===== src/shared/mrsp_cfg.svh =====
// Constants for the mode-register set-point block: addresses, fields, resets and controller register map.
`ifndef MRSP_CFG_SVH
`define MRSP_CFG_SVH
`define MRSP_ADDR_TRAIN     6'h0d
`define MRSP_ADDR_DREF      6'h0e
`define MRSP_TRAIN_RESET    8'h00
`define MRSP_BIT_CA_TRAIN   0
`define MRSP_BIT_PRE_TRAIN  1
`define MRSP_BIT_REF_OUT    2
`define MRSP_BIT_REF_FAST   3
`define MRSP_BIT_RATE_OPT   4
`define MRSP_BIT_MASK_OFF   5
`define MRSP_BIT_WSP        6
`define MRSP_BIT_OSP        7
`define MRSP_DREF_RESET     7'h4d
`define MRSP_DREF_RANGE_BIT 6
`define MRSP_LEVEL_MAX      6'h32
`define MRSP_RR_LOW_A       3'h1
`define MRSP_RR_LOW_B       3'h2
`define MRSP_RR_SUBST       3'h3
`define MRSP_OFF_CMD        32'h0000_0000
`define MRSP_OFF_CTRL       32'h0000_0004
`define MRSP_OFF_STATUS     32'h0000_0008
`define MRSP_RESP_OKAY      2'h0
`define MRSP_RESP_SLVERR    2'h2
`endif


===== src/shared/mrsp_pkg.sv =====
// Types shared by both ends of the mode-register set-point link.
package mrsp_pkg;
  // Controller sequencer states, one-hot.
  typedef enum logic [3:0] {
    MRSP_IDLE  = 4'h1,
    MRSP_RAISE = 4'h2,
    MRSP_ISSUE = 4'h4,
    MRSP_WAIT  = 4'h8
  } mrsp_state_type;
  // One stored set-point copy of the data-reference register, reserved bit excluded.
  typedef logic [6:0] mrsp_dref_type;
endpackage : mrsp_pkg


===== src/shared/mrsp_link_if.sv =====
// Command/address and data link between the memory controller and the device mode-register logic.
`timescale 1ns/1ps
interface mrsp_link_if;
  logic       cke;           // Clock enable, high for normal operation.
  logic       cmd_valid;     // One-cycle command strobe.
  logic       cmd_write;     // High for a mode-register write, low for a read.
  logic       cmd_masked_wr; // High marks a masked data write instead of a mode-register access.
  logic [5:0] cmd_addr;      // Mode-register address.
  logic [7:0] cmd_op;        // Write operand.
  logic [5:0] ca;            // Raw command/address pins, echoed during bus training.
  logic [7:0] dq_out;        // Device data bus value.
  logic       dq_oe;         // High while the device drives the data bus.
  logic       dq_valid;      // One-cycle pulse marking read data.
  modport device (input cke, cmd_valid, cmd_write, cmd_masked_wr, cmd_addr, cmd_op, ca,
                  output dq_out, dq_oe, dq_valid);
  modport controller (output cke, cmd_valid, cmd_write, cmd_masked_wr, cmd_addr, cmd_op, ca,
                      input dq_out, dq_oe, dq_valid);
endinterface : mrsp_link_if


===== src/logic/mrsp_device.sv =====
// Device end: training control register, dual set-point data reference and mode-register command handling.
//
// Notes on behaviour
// - Bit 0 enters command-bus training mode.
// - Training with clock enable low echoes CA.
// - Controller raises clock enable before clearing training.
// - Bit 1 enables read preamble training.
// - Bit 2 outputs active reference levels.
// - Bit 3 selects fast-response reference mode.
// - Option zero reports 011 for 001/010.
// - Option applies only when info bit set.
// - Controller follows reported refresh mode; this controller never reads the report.
// - Bit 5 disables masking; masked writes illegal.
// - Bit 6 picks set point for writes.
// - Bit 7 picks operating set point.
// - Training register fields all reset zero.
// - Level code, range bit, reserved bit.
// - Level codes above 110010 are reserved.
// - Read returns eight bits, reserved zero.
// - Accesses reach write-selected copy only.
// - Only operating copy governs operation.
// - Range kept until overwritten or reset.
// - Controller writes range with level together.
// - Level resets to 001101 in range 1.
`timescale 1ns/1ps
`include "mrsp_cfg.svh"
module mrsp_device
  import mrsp_pkg::*;
(
  input  wire logic       aclk,
  input  wire logic       aresetn,
  mrsp_link_if.device     link,
  input  wire logic       base_info_bit0,
  input  wire logic [2:0] refresh_rate_raw,
  input  wire logic [5:0] cmd_ref_level_sp0,
  input  wire logic [5:0] cmd_ref_level_sp1,
  output logic [2:0]      refresh_rate_report,
  output logic            command_bus_training,
  output logic            read_preamble_training,
  output logic            reference_output_enable,
  output logic            reference_fast_response,
  output logic            data_mask_disable,
  output logic            write_set_point_select,
  output logic            operating_set_point_select,
  output logic [5:0]      ref_probe_command_level,
  output logic [5:0]      ref_probe_data_level,
  output logic [5:0]      data_ref_level,
  output logic            data_ref_range,
  output logic            masked_write_ok,
  output logic            illegal_masked_write,
  output logic            dref_write_refused
);
  logic [7:0]    train_reg;        // Training and set-point control register.
  logic          cmd_blocked;      // Commands ignored while echoing CA.
  logic          wr_cmd_take;      // Mode-register write accepted this cycle.
  logic          rd_cmd_take;      // Mode-register read accepted this cycle.
  logic          dref_wr;          // Write that lands in a data-reference copy.
  logic          level_ok;         // Written level code is in the valid range.
  mrsp_dref_type dref_acc;         // Copy seen by accesses.
  mrsp_dref_type dref_op;          // Copy that governs operation.
  logic [7:0]    dq_reg;           // Registered data bus value.
  logic          dq_oe_reg;        // Registered data bus drive enable.
  logic          dq_valid_reg;     // Registered read answer strobe.
  logic [2:0]    rr_reg;           // Registered refresh-rate report.
  logic          illegal_reg;      // Registered illegal masked write flag.
  logic          refused_reg;      // Registered refused data-reference write.

  // While training and clock enable is low, the command decoder is shut off and
  // the CA pins are only mirrored; this is why the controller must raise clock
  // enable before the write that ends training.
  assign cmd_blocked = train_reg[`MRSP_BIT_CA_TRAIN] && !link.cke;

  // Command decode for the two accepted command kinds.
  assign wr_cmd_take = link.cmd_valid && link.cmd_write && !link.cmd_masked_wr && !cmd_blocked;
  assign rd_cmd_take = link.cmd_valid && !link.cmd_write && !link.cmd_masked_wr && !cmd_blocked;

  // Only codes 000000 through 110010 are accepted for the level field.
  assign level_ok = (link.cmd_op[5:0] <= `MRSP_LEVEL_MAX);
  assign dref_wr  = wr_cmd_take && (link.cmd_addr == `MRSP_ADDR_DREF) && level_ok;

  // Training control register: write-only, every field clears on reset.
  always_ff @(posedge aclk) begin
    if (!aresetn) begin
      train_reg <= `MRSP_TRAIN_RESET;
    end else if (wr_cmd_take && (link.cmd_addr == `MRSP_ADDR_TRAIN)) begin
      // Both select bits land in the same edge, so the next access already uses them.
      train_reg <= link.cmd_op;
    end
  end

  // Dual set-point storage; level and range arrive in one write and are kept together.
  mrsp_set_point_pair u_dref (
    .aclk     (aclk),
    .aresetn  (aresetn),
    .wr_en    (dref_wr),
    .wr_sel   (train_reg[`MRSP_BIT_WSP]),
    .wr_data  (link.cmd_op[6:0]),
    .acc_data (dref_acc),
    .op_data  (dref_op),
    .op_sel   (train_reg[`MRSP_BIT_OSP])
  );

  // Data bus: training echo has priority, then read answers. The echo is held
  // for as long as the blocked condition lasts, with one cycle of latency.
  always_ff @(posedge aclk) begin
    if (!aresetn) begin
      dq_reg       <= 8'h00;
      dq_oe_reg    <= 1'b0;
      dq_valid_reg <= 1'b0;
    end else if (cmd_blocked) begin
      dq_reg       <= {2'b00, link.ca};
      dq_oe_reg    <= 1'b1;
      dq_valid_reg <= 1'b0;
    end else if (rd_cmd_take) begin
      // Only the data-reference register can be read; any other address answers zero.
      if (link.cmd_addr == `MRSP_ADDR_DREF) begin
        dq_reg <= {1'b0, dref_acc};
      end else begin
        dq_reg <= 8'h00;
      end
      dq_oe_reg    <= 1'b1;
      dq_valid_reg <= 1'b1;
    end else begin
      dq_reg       <= 8'h00;
      dq_oe_reg    <= 1'b0;
      dq_valid_reg <= 1'b0;
    end
  end

  assign link.dq_out   = dq_reg;
  assign link.dq_oe    = dq_oe_reg;
  assign link.dq_valid = dq_valid_reg;

  // Refresh-rate reporting: with the option cleared, the two low codes are
  // folded into 011, but only on parts whose info bit enables the option.
  always_ff @(posedge aclk) begin
    if (!aresetn) begin
      rr_reg <= 3'h0;
    end else if (base_info_bit0 && !train_reg[`MRSP_BIT_RATE_OPT] &&
                 ((refresh_rate_raw == `MRSP_RR_LOW_A) || (refresh_rate_raw == `MRSP_RR_LOW_B))) begin
      rr_reg <= `MRSP_RR_SUBST;
    end else begin
      rr_reg <= refresh_rate_raw;
    end
  end

  assign refresh_rate_report = rr_reg;

  // Masked writes are legal only with masking enabled; an attempt with masking
  // disabled is flagged for one cycle and otherwise has no effect here.
  always_ff @(posedge aclk) begin
    if (!aresetn) begin
      illegal_reg <= 1'b0;
    end else begin
      illegal_reg <= link.cmd_valid && link.cmd_masked_wr && train_reg[`MRSP_BIT_MASK_OFF];
    end
  end

  assign illegal_masked_write = illegal_reg;
  assign masked_write_ok      = !train_reg[`MRSP_BIT_MASK_OFF];

  // A write with a reserved level code is dropped whole, so a stray code can
  // never reach the reference generator; the drop is reported as a pulse.
  always_ff @(posedge aclk) begin
    if (!aresetn) begin
      refused_reg <= 1'b0;
    end else begin
      refused_reg <= wr_cmd_take && (link.cmd_addr == `MRSP_ADDR_DREF) && !level_ok;
    end
  end

  assign dref_write_refused = refused_reg;

  // Mode outputs taken straight from the control register.
  assign command_bus_training       = train_reg[`MRSP_BIT_CA_TRAIN];
  assign read_preamble_training     = train_reg[`MRSP_BIT_PRE_TRAIN];
  assign reference_output_enable    = train_reg[`MRSP_BIT_REF_OUT];
  assign reference_fast_response    = train_reg[`MRSP_BIT_REF_FAST];
  assign data_mask_disable          = train_reg[`MRSP_BIT_MASK_OFF];
  assign write_set_point_select     = train_reg[`MRSP_BIT_WSP];
  assign operating_set_point_select = train_reg[`MRSP_BIT_OSP];

  // Operating data reference comes only from the active copy.
  assign data_ref_level = dref_op[5:0];
  assign data_ref_range = dref_op[`MRSP_DREF_RANGE_BIT];

  // Reference probe: the active set point's levels, zero when output is off.
  // The analog levels are stood in for by their codes.
  always_comb begin
    ref_probe_command_level = 6'h00;
    ref_probe_data_level    = 6'h00;
    if (train_reg[`MRSP_BIT_REF_OUT]) begin
      if (train_reg[`MRSP_BIT_OSP]) begin
        ref_probe_command_level = cmd_ref_level_sp1;
      end else begin
        ref_probe_command_level = cmd_ref_level_sp0;
      end
      ref_probe_data_level = dref_op[5:0];
    end
  end
endmodule : mrsp_device


===== src/logic/mrsp_set_point_pair.sv =====
// Two set-point copies of the data-reference register with separate write and operating selects.
`timescale 1ns/1ps
`include "mrsp_cfg.svh"
module mrsp_set_point_pair
  import mrsp_pkg::*;
(
  input  wire logic          aclk,
  input  wire logic          aresetn,
  input  wire logic          wr_en,
  input  wire logic          wr_sel,
  input  wire mrsp_dref_type wr_data,
  output mrsp_dref_type      acc_data,
  output mrsp_dref_type      op_data,
  input  wire logic          op_sel
);
  mrsp_dref_type copy_reg [2]; // Set point 0 and set point 1 copies.

  // Each copy loads only when the write select names it, so the idle copy may be
  // rewritten freely while the other one governs operation.
  generate
    for (genvar i = 0; i < 2; i++) begin : g_copy
      always_ff @(posedge aclk) begin
        if (!aresetn) begin
          copy_reg[i] <= `MRSP_DREF_RESET;
        end else if (wr_en && (wr_sel == 1'(i))) begin
          copy_reg[i] <= wr_data;
        end
      end
    end
  endgenerate

  // Accesses see the write-selected copy.
  assign acc_data = copy_reg[wr_sel];
  // Operation sees only the operating copy.
  assign op_data  = copy_reg[op_sel];
endmodule : mrsp_set_point_pair


===== src/flat_wrapper.sv =====
// flat-port wrapper written by rule: the top's interface ports become plain ports
module mrsp_device_flat import mrsp_pkg::*;
  (aclk, aresetn, base_info_bit0, refresh_rate_raw, cmd_ref_level_sp0, cmd_ref_level_sp1, refresh_rate_report, command_bus_training, read_preamble_training, reference_output_enable, reference_fast_response, data_mask_disable, write_set_point_select, operating_set_point_select, ref_probe_command_level, ref_probe_data_level, data_ref_level, data_ref_range, masked_write_ok, illegal_masked_write, dref_write_refused, link_cke, link_cmd_valid, link_cmd_write, link_cmd_masked_wr, link_cmd_addr, link_cmd_op, link_ca, link_dq_out, link_dq_oe, link_dq_valid);
  mrsp_link_if link_i ();
  input  wire logic aclk;
  input  wire logic aresetn;
  input  wire logic base_info_bit0;
  input  wire logic [2:0] refresh_rate_raw;
  input  wire logic [5:0] cmd_ref_level_sp0;
  input  wire logic [5:0] cmd_ref_level_sp1;
  output logic [2:0] refresh_rate_report;
  output logic command_bus_training;
  output logic read_preamble_training;
  output logic reference_output_enable;
  output logic reference_fast_response;
  output logic data_mask_disable;
  output logic write_set_point_select;
  output logic operating_set_point_select;
  output logic [5:0] ref_probe_command_level;
  output logic [5:0] ref_probe_data_level;
  output logic [5:0] data_ref_level;
  output logic data_ref_range;
  output logic masked_write_ok;
  output logic illegal_masked_write;
  output logic dref_write_refused;
  input wire logic [$bits(link_i.cke)-1:0] link_cke;
  input wire logic [$bits(link_i.cmd_valid)-1:0] link_cmd_valid;
  input wire logic [$bits(link_i.cmd_write)-1:0] link_cmd_write;
  input wire logic [$bits(link_i.cmd_masked_wr)-1:0] link_cmd_masked_wr;
  input wire logic [$bits(link_i.cmd_addr)-1:0] link_cmd_addr;
  input wire logic [$bits(link_i.cmd_op)-1:0] link_cmd_op;
  input wire logic [$bits(link_i.ca)-1:0] link_ca;
  output wire logic [$bits(link_i.dq_out)-1:0] link_dq_out;
  output wire logic [$bits(link_i.dq_oe)-1:0] link_dq_oe;
  output wire logic [$bits(link_i.dq_valid)-1:0] link_dq_valid;
  assign link_i.cke = link_cke;
  assign link_i.cmd_valid = link_cmd_valid;
  assign link_i.cmd_write = link_cmd_write;
  assign link_i.cmd_masked_wr = link_cmd_masked_wr;
  assign link_i.cmd_addr = link_cmd_addr;
  assign link_i.cmd_op = link_cmd_op;
  assign link_i.ca = link_ca;
  assign link_dq_out = link_i.dq_out;
  assign link_dq_oe = link_i.dq_oe;
  assign link_dq_valid = link_i.dq_valid;
  mrsp_device u_core (.aclk(aclk), .aresetn(aresetn), .link(link_i), .base_info_bit0(base_info_bit0), .refresh_rate_raw(refresh_rate_raw), .cmd_ref_level_sp0(cmd_ref_level_sp0), .cmd_ref_level_sp1(cmd_ref_level_sp1), .refresh_rate_report(refresh_rate_report), .command_bus_training(command_bus_training), .read_preamble_training(read_preamble_training), .reference_output_enable(reference_output_enable), .reference_fast_response(reference_fast_response), .data_mask_disable(data_mask_disable), .write_set_point_select(write_set_point_select), .operating_set_point_select(operating_set_point_select), .ref_probe_command_level(ref_probe_command_level), .ref_probe_data_level(ref_probe_data_level), .data_ref_level(data_ref_level), .data_ref_range(data_ref_range), .masked_write_ok(masked_write_ok), .illegal_masked_write(illegal_masked_write), .dref_write_refused(dref_write_refused));
endmodule

===== config.mk =====
export PLATFORM = sky130hd
export DESIGN_NAME = mrsp_device_flat
export DESIGN_NICKNAME = d
export VERILOG_FILES = /design/src/shared/mrsp_pkg.sv /design/src/shared/mrsp_link_if.sv /design/src/logic/mrsp_device.sv /design/src/logic/mrsp_set_point_pair.sv /design/src/flat_wrapper.sv
export VERILOG_INCLUDE_DIRS = /design/src /design/src/shared
export SDC_FILE = /design/constraint.sdc
export NUM_CORES = 1
export LEC_CHECK = 0
export BUFFER_PORTS_ARGS = -buffer_cell sky130_fd_sc_hd__buf_2
export CAP_MARGIN = 20
export CORE_MARGIN = 2
export CORE_UTILIZATION = 52
export CTS_BUF_LIST = sky130_fd_sc_hd__clkbuf_2 sky130_fd_sc_hd__clkbuf_4 sky130_fd_sc_hd__clkbuf_8
export DETAILED_ROUTE_END_ITERATION = 6
export GPL_ROUTABILITY_DRIVEN = 0
export PLACE_DENSITY = 0.88
export SLEW_MARGIN = 20
export SYNTH_ARGS = -nofsm -noshare
export SYNTH_HDL_FRONTEND = slang
export SYNTH_HIERARCHICAL = 1
export SYNTH_SLANG_ARGS = --single-unit

===== constraint.sdc =====
create_clock -name aclk -period 3.85 [get_ports aclk]
set_input_delay 0.1925 -clock aclk [delete_from_list [all_inputs] [get_ports aclk]]
set_output_delay 0.1925 -clock aclk [all_outputs]
set_load 0.01 [all_outputs]

==> results of run 1 <==
## area by class of cell
type	count	area [µm²]
Tap cell	46	57.6
Inverter	10	37.5
Multi-Input combinational cell	120	837
Clock inverter	2	11.3
Sequential cell	36	861
Clock buffer	6	45.0
Fill cell	284	1060
Timing Repair Buffer	84	428
## layer usage
layer  GRT usage (%)  share of wire [%]
met4            8.89                1.6
met2            31.8                 49
met3            7.57                8.0
met5               0                  0
met1            21.0                 42
## worst register-to-register path: cells and delay by family (launching register included)
| family | cells | cell delay [ns] |
|---|---|---|
| buffers and inverters | 2 | 0.23 |
| DFF | 1 | 0.35 |
| AOI/OAI and AO/OA | 2 | 0.87 |
| and+or+nand+nor | 2 | 0.17 |
## cell families (layout without fill, tap and decap cells)
kind of cell / count (synthesis) / count (layout) / share of synthesized area, %
compound gates: 12 / 12 / 4.71
buf+inv: 22 / 102 / 6.09
flops: 36 / 36 / 47.6
mux: 28 / 28 / 17.1
other cells: 1 / 1 / 0.207
simple gates: 79 / 79 / 24.3
## how the worst min path moves through the flow
stage,endpoint,slack (ns),cells after the start
after floorplan,u_core/link.dq_out[0]$_SDFF_PN0_,0.30,2
after global placement,u_core/link.dq_out[3]$_SDFF_PN0_,0.39,3
after detailed placement,u_core/link.dq_out[3]$_SDFF_PN0_,0.39,3
after CTS,u_core/link.dq_out[3]$_SDFF_PN0_,0.01,3
after global routing,u_core/link.dq_out[4]$_SDFF_PN0_,0.02,3
final,u_core/link.dq_out[5]$_SDFF_PN0_,0.03,3
## through the flow
stage          util (%)  total power [mW]  area, µm²  hold WS [ns]
5_1_grt            68.2             0.708       2280        0.0223
2_1_floorplan         -             0.447       1810         0.301
6_report           68.2             0.676       2280        0.0331
3_3_place_gp       66.3             0.480       2210         0.392
3_5_place_dp       66.3             0.481       2210         0.389
4_1_cts            67.9             0.680       2270        0.0131
## power breakdown
part / internal [mW] / switching, mW
registers: 0.402 / 0.00320
clock network: 0.0765 / 0.126
logic: 0.0349 / 0.0335
## what timing repair did
item / CTS / global route
hold buffers: 0 / 1
setup buffers: 0 / 0
hold endpoints to repair: 0 / 1
## placed cells by master, fill, tap and decap left out, types with 2 or more instances in the layout
cell type | netlist | layout
nor2_1 | 6 | 6
a21oi_1 | 2 | 2
mux2_2 | 11 | 11
o31ai_1 | 6 | 6
nor3b_1 | 2 | 2
nand2_1 | 32 | 32
edfxtp_1 | 14 | 14
nor2b_1 | 13 | 13
clkbuf_4 | 0 | 6
nand2b_1 | 4 | 4
nor3_1 | 2 | 2
and2_1 | 7 | 7
nand3_1 | 5 | 5
mux2_4 | 3 | 3
dfxtp_1 | 22 | 22
inv_1 | 10 | 10
mux2i_1 | 14 | 14
buf_2 | 3 | 82
==> run metrics, run 1 <==
Setup crit start kind=input port; Clock transition at path regs=0.11 ns; sequential cell area fraction in the yosys report=47.6%; Syn. warnings=6; Via-to-Cell Ratio=4.90; Primary FF master, synth=dfxtp_1; Layout area overhead=26.0%; Hold Crit Start=link_ca[5]; Post-Syn Instances=178; latest clock arrival within the worst-skew pair=0.34 ns; ranking of synthesized cells by area=dfxtp_1 24%, edfxtp_1 23%, mux2i_1 7.8%, mux2_2 6.9%, nand2_1 6.6%; Tmin final=2.28 ns; Die H=63.0 µm; DIE AREA=3960 µm²; status=complete, no violations; Routed Antenna Nets=0; CTS max path bufs=2; Max Fclk=439 MHz; PD cells=297 nW/µm²; setup ws final=1.57 ns; r2r setup slk=1.88 ns; CP max stage delay=0.66 ns; delay-heaviest family, CP=compound AO/OA/AOI/OAI gates; maximum number of pins on one net before global-route repair=34; Port Buffer Count=82; layout cells sized above 1=41.1%; reg-to-reg endpoint=u_core/u_dref/copy_reg[0][0]$_SDFFCE_PN1P_; Num CTS Buffers=5; first-pass GRT wire length=5.80 mm; Post-Layout Cell Count=304; post-synthesis register bit count=36; critical path, cell by cell=buf_2 > nand4bb_4 > or3b_1 > a311oi_1 > buf_4 > inv_1 > o21ai_0; top-count cell post-synth=nand2_1; CP endpoint kind=flip-flop; Max-slew headroom=42.8%; cells on worst reg2reg path=6; Avg Synthesized Cell Area=10.2 µm²; H-Tree Depth=2; fin crit share=59.2%; DR WL/cell=11.7 µm; worst slew pin tran=0.849 ns; core area=3340 µm²; TNS Setup=0 ns; DRC=0; DR pass1 iterations=4; row count=21; Layout Nets=299; max reg flops=14; top post-synthesis cells by count=32 x nand2_1, 22 x dfxtp_1, 14 x edfxtp_1, 14 x mux2i_1, 13 x nor2b_1; CP max FO=9; worst path arrival time=2.26 ns; top cell type's share of synthesized area=24.4%; Synth cell types=36; net count after synthesis=220; DP Cell Count=295; final hold violation count=0; Initial DRC Count=47; Post-synth ARST share=0%; Worst VDD drop=246 µV; largest area contributor in the netlist=dfxtp_1; Crit-path slowest cell=o21ai_0; RSZ-0062 raised after global routing=false; Worst path depth=7; DPL Wire Length=2.68 mm; # IOs=84; Worst R2R Start=u_core/train_reg[0]$_SDFFE_PN0P_; die width=63.0 µm; Post-synth EDFFs=14; Max-Cap Viols=0; via count=1,489; critical path required time=3.83 ns; WS Path Type=in -> reg; Hold Path Class=in -> reg; Setup crit end=u_core/u_dref/copy_reg[0][0]$_SDFFCE_PN1P_; vias in the first global route=1,343; CP bufs+invs=3; CP startpoint=link_cmd_addr[4]; pre-CTS WS=1.19 ns; GRT Total Usage=19.0%; clk root buf=clkbuf_4; Finish-stage setup viols=0; Initial Util=54.2%; Layout Skew=0.0129 ns; Post-Syn Area=1810 µm²; LEAKAGE=1.00 nW; ANT cells=0; antenna violations before repair=0; fin. max-slew vios=0; Sink Count=36; grt ovf=0; post-CTS sizing=0; CTS tree=built; final wirelength=3.57 mm
(Power assumes the default switching activity.)
==> inputs of run 2 (changes only) <==
--- a/config.mk
+++ b/config.mk
@@ -9,11 +9,11 @@
 export BUFFER_PORTS_ARGS = -buffer_cell sky130_fd_sc_hd__buf_2
 export CAP_MARGIN = 20
 export CORE_MARGIN = 2
-export CORE_UTILIZATION = 52
+export CORE_UTILIZATION = 43
 export CTS_BUF_LIST = sky130_fd_sc_hd__clkbuf_2 sky130_fd_sc_hd__clkbuf_4 sky130_fd_sc_hd__clkbuf_8
 export DETAILED_ROUTE_END_ITERATION = 6
 export GPL_ROUTABILITY_DRIVEN = 0
-export PLACE_DENSITY = 0.88
+export PLACE_DENSITY = 0.78
 export SLEW_MARGIN = 20
 export SYNTH_ARGS = -nofsm -noshare
 export SYNTH_HDL_FRONTEND = slang
==> constraint.sdc (replaced) <==
create_clock -name aclk -period 1.8 [get_ports aclk]
set_input_delay 0.09 -clock aclk [delete_from_list [all_inputs] [get_ports aclk]]
set_output_delay 0.09 -clock aclk [all_outputs]
set_load 0.01 [all_outputs]
==> run 2 against run 1 <==
Compared with the run above:
- clock skew down 0.0074 ns
- worst hold slack worse by 0.025 ns
- highest routed layer unchanged
- combinational power grew 130%
- sequential cell count did not move
- first-iteration DRC count shrank 47%
- largest cell class unchanged
- clock-buffer cell count did not move
- core utilization fell by 9.1 points
- largest power group unchanged
==> run metrics, run 2 (same netlist as run 1, synthesis figures left out) <==
Layout area overhead=31.8%; DIE AREA=4740 µm² (+20%); Routed Antenna Nets=0 (unchanged); Tot Pwr=1.59 mW (+130%); DR pass1 iterations=4 (unchanged); core area=4030 µm² (+21%); Layout Skew=0.00557 ns (-0.00737 ns); Num CTS Buffers=5 (unchanged); via count=1,504 (+1.0%); Setup crit start kind=flip-flop; worst slew pin tran=0.757 ns (-0.0929 ns); Max Fclk=624 MHz; post-CTS sizing=0 (unchanged); layout cells sized above 1=42.6% (+1.6 points); die width=68.8 µm (+9.3%); DR WL/cell=12.2 µm (+4.2%); max reg flops=14 (unchanged); maximum number of pins on one net before global-route repair=19 (-44%); ANT cells=0 (unchanged); Port Buffer Count=82 (unchanged); CTS max path bufs=2 (unchanged); Worst VDD drop=613 µV (+150%); final hold violation count=0 (unchanged); Via-to-Cell Ratio=4.77 (-2.5%); met2 routed WL=1.91 mm (+10%); latest clock arrival within the worst-skew pair=0.28 ns (-0.06 ns); top sig layer=met4; PD cells=665 nW/µm² (+120%); DPL Wire Length=2.99 mm (+11%); RSZ-0062 raised after global routing=false; Hold Path Class=in -> reg; Finish-stage setup viols=0 (unchanged); WS Path Type=reg -> out; worst path arrival time=1.51 ns (-0.75 ns); Post-Layout Cell Count=315 (+3.6%); # IOs=84 (unchanged); grt ovf=0 (unchanged); most common cell after layout, fill and taps aside=buf_2; Initial DRC Count=25 (-47%); vias in the first global route=1,388 (+3.4%); Clock transition at path regs=0.07 ns (-0.04 ns); Sink Count=36 (unchanged); GRT Total Usage=17.9% (-1.1 points); DRT met1 WL=1.62 mm (+8.5%); Die H=68.8 µm (+9.3%); most frequent cells in the layout=82 x buf_2, 32 x nand2_1, 22 x dfxtp_1; Layout Nets=306 (+2.3%); fin. max-slew vios=0 (unchanged); fin util=59.1% (-9.1 points); row count=23 (+9.5%); final wirelength=3.85 mm (+8.0%); Tmin final=1.60 ns; DP Cell Count=304 (+3.1%); Max-slew headroom=49.5% (+6.7 points); critical path required time=1.71 ns (-2.12 ns); met3 wire length=265 µm (-6.7%); first-pass GRT wire length=6.11 mm (+5.5%); Max-Cap Viols=0 (unchanged); H-Tree Depth=2 (unchanged); filler cell count=364 (+28%); Initial Util=44.9% (-9.3 points); status=complete, no violations; DRC=0 (unchanged); antenna violations before repair=0 (unchanged); CP max FO=8 (-1); fin crit share=89.0%; CTS tree=built; CP endpoint kind=output pin; LEAKAGE=1.05 nW (+4.9%); clk root buf=clkbuf_8
==> run 2: worst max-delay path: stages (launching register included) <==
cell and delay [ns]:
dfxtp_1 0.54, mux2_2 0.39, and2_1 0.16, buf_2 0.13
==> run 2: through the flow <==
step | cell area, µm² | hold slack, ns | TNS [ns] | setup WS [ns]
final | 2380 | 0.00842 | 0 | 0.197
after detailed placement | 2260 | 0.290 | -0.575 | -0.0560
after global placement | 2260 | 0.291 | -0.0219 | -0.00322
after global routing | 2380 | 0.00431 | 0 | 0.0184
after floorplan | 1830 | 0.198 | 0 | 0.0102
after CTS | 2380 | 0.00213 | 0 | 0.176
==> run 2: path summary, 6_finish.rpt <==
| path | end | slack, ns | cells past startpoint | from |
|---|---|---|---|---|
| setup / recovery | ref_probe_data_level[5] | 0.20 | 3 | u_core/train_reg[7]$_SDFFE_PN0P_ |
| setup reg to reg | u_core/u_dref/copy_reg[1][2]$_SDFFCE_PN1P_ | 0.21 | 6 | u_core/train_reg[0]$_SDFFE_PN0P_ |
| hold / removal | u_core/link.dq_out[5]$_SDFF_PN0_ | 0.008 | 3 | link_ca[5] |
| hold reg to reg | u_core/train_reg[3]$_SDFFE_PN0P_ | 0.46 | 2 | u_core/train_reg[3]$_SDFFE_PN0P_ |
==> run 2: metal layers <==
layer	track usage [%]	vias up
met5	0	-
met4	7.35	0
met3	5.68	5
met2	29.9	51
met1	21.3	678
li1	-	770
==> run 2: cell type report <==
cell class	count	area [µm²]	share of cell area, %
Sequential cell	36	861	36.1
Multi-Input combinational cell	120	848	35.6
Timing Repair Buffer	91	485	20.4
Clock buffer	6	76.3	3.20
Tap cell	50	62.6	2.63
Inverter	10	37.5	1.58
Clock inverter	2	11.3	0.473
==> run 2: what timing repair did <==
item	CTS	global route
buffers inserted	0	0
endpoints found under the setup margin	0	0
hold buffers	3	0
hold endpoints to repair	3	0
==> run 2: power breakdown <==
group          internal (mW)  switching (mW)  leakage [nW]  total [mW]
combinational         0.0808          0.0745         0.702       0.155
sequential             0.860         0.00649         0.305       0.867
clock                  0.283           0.280        0.0423       0.563
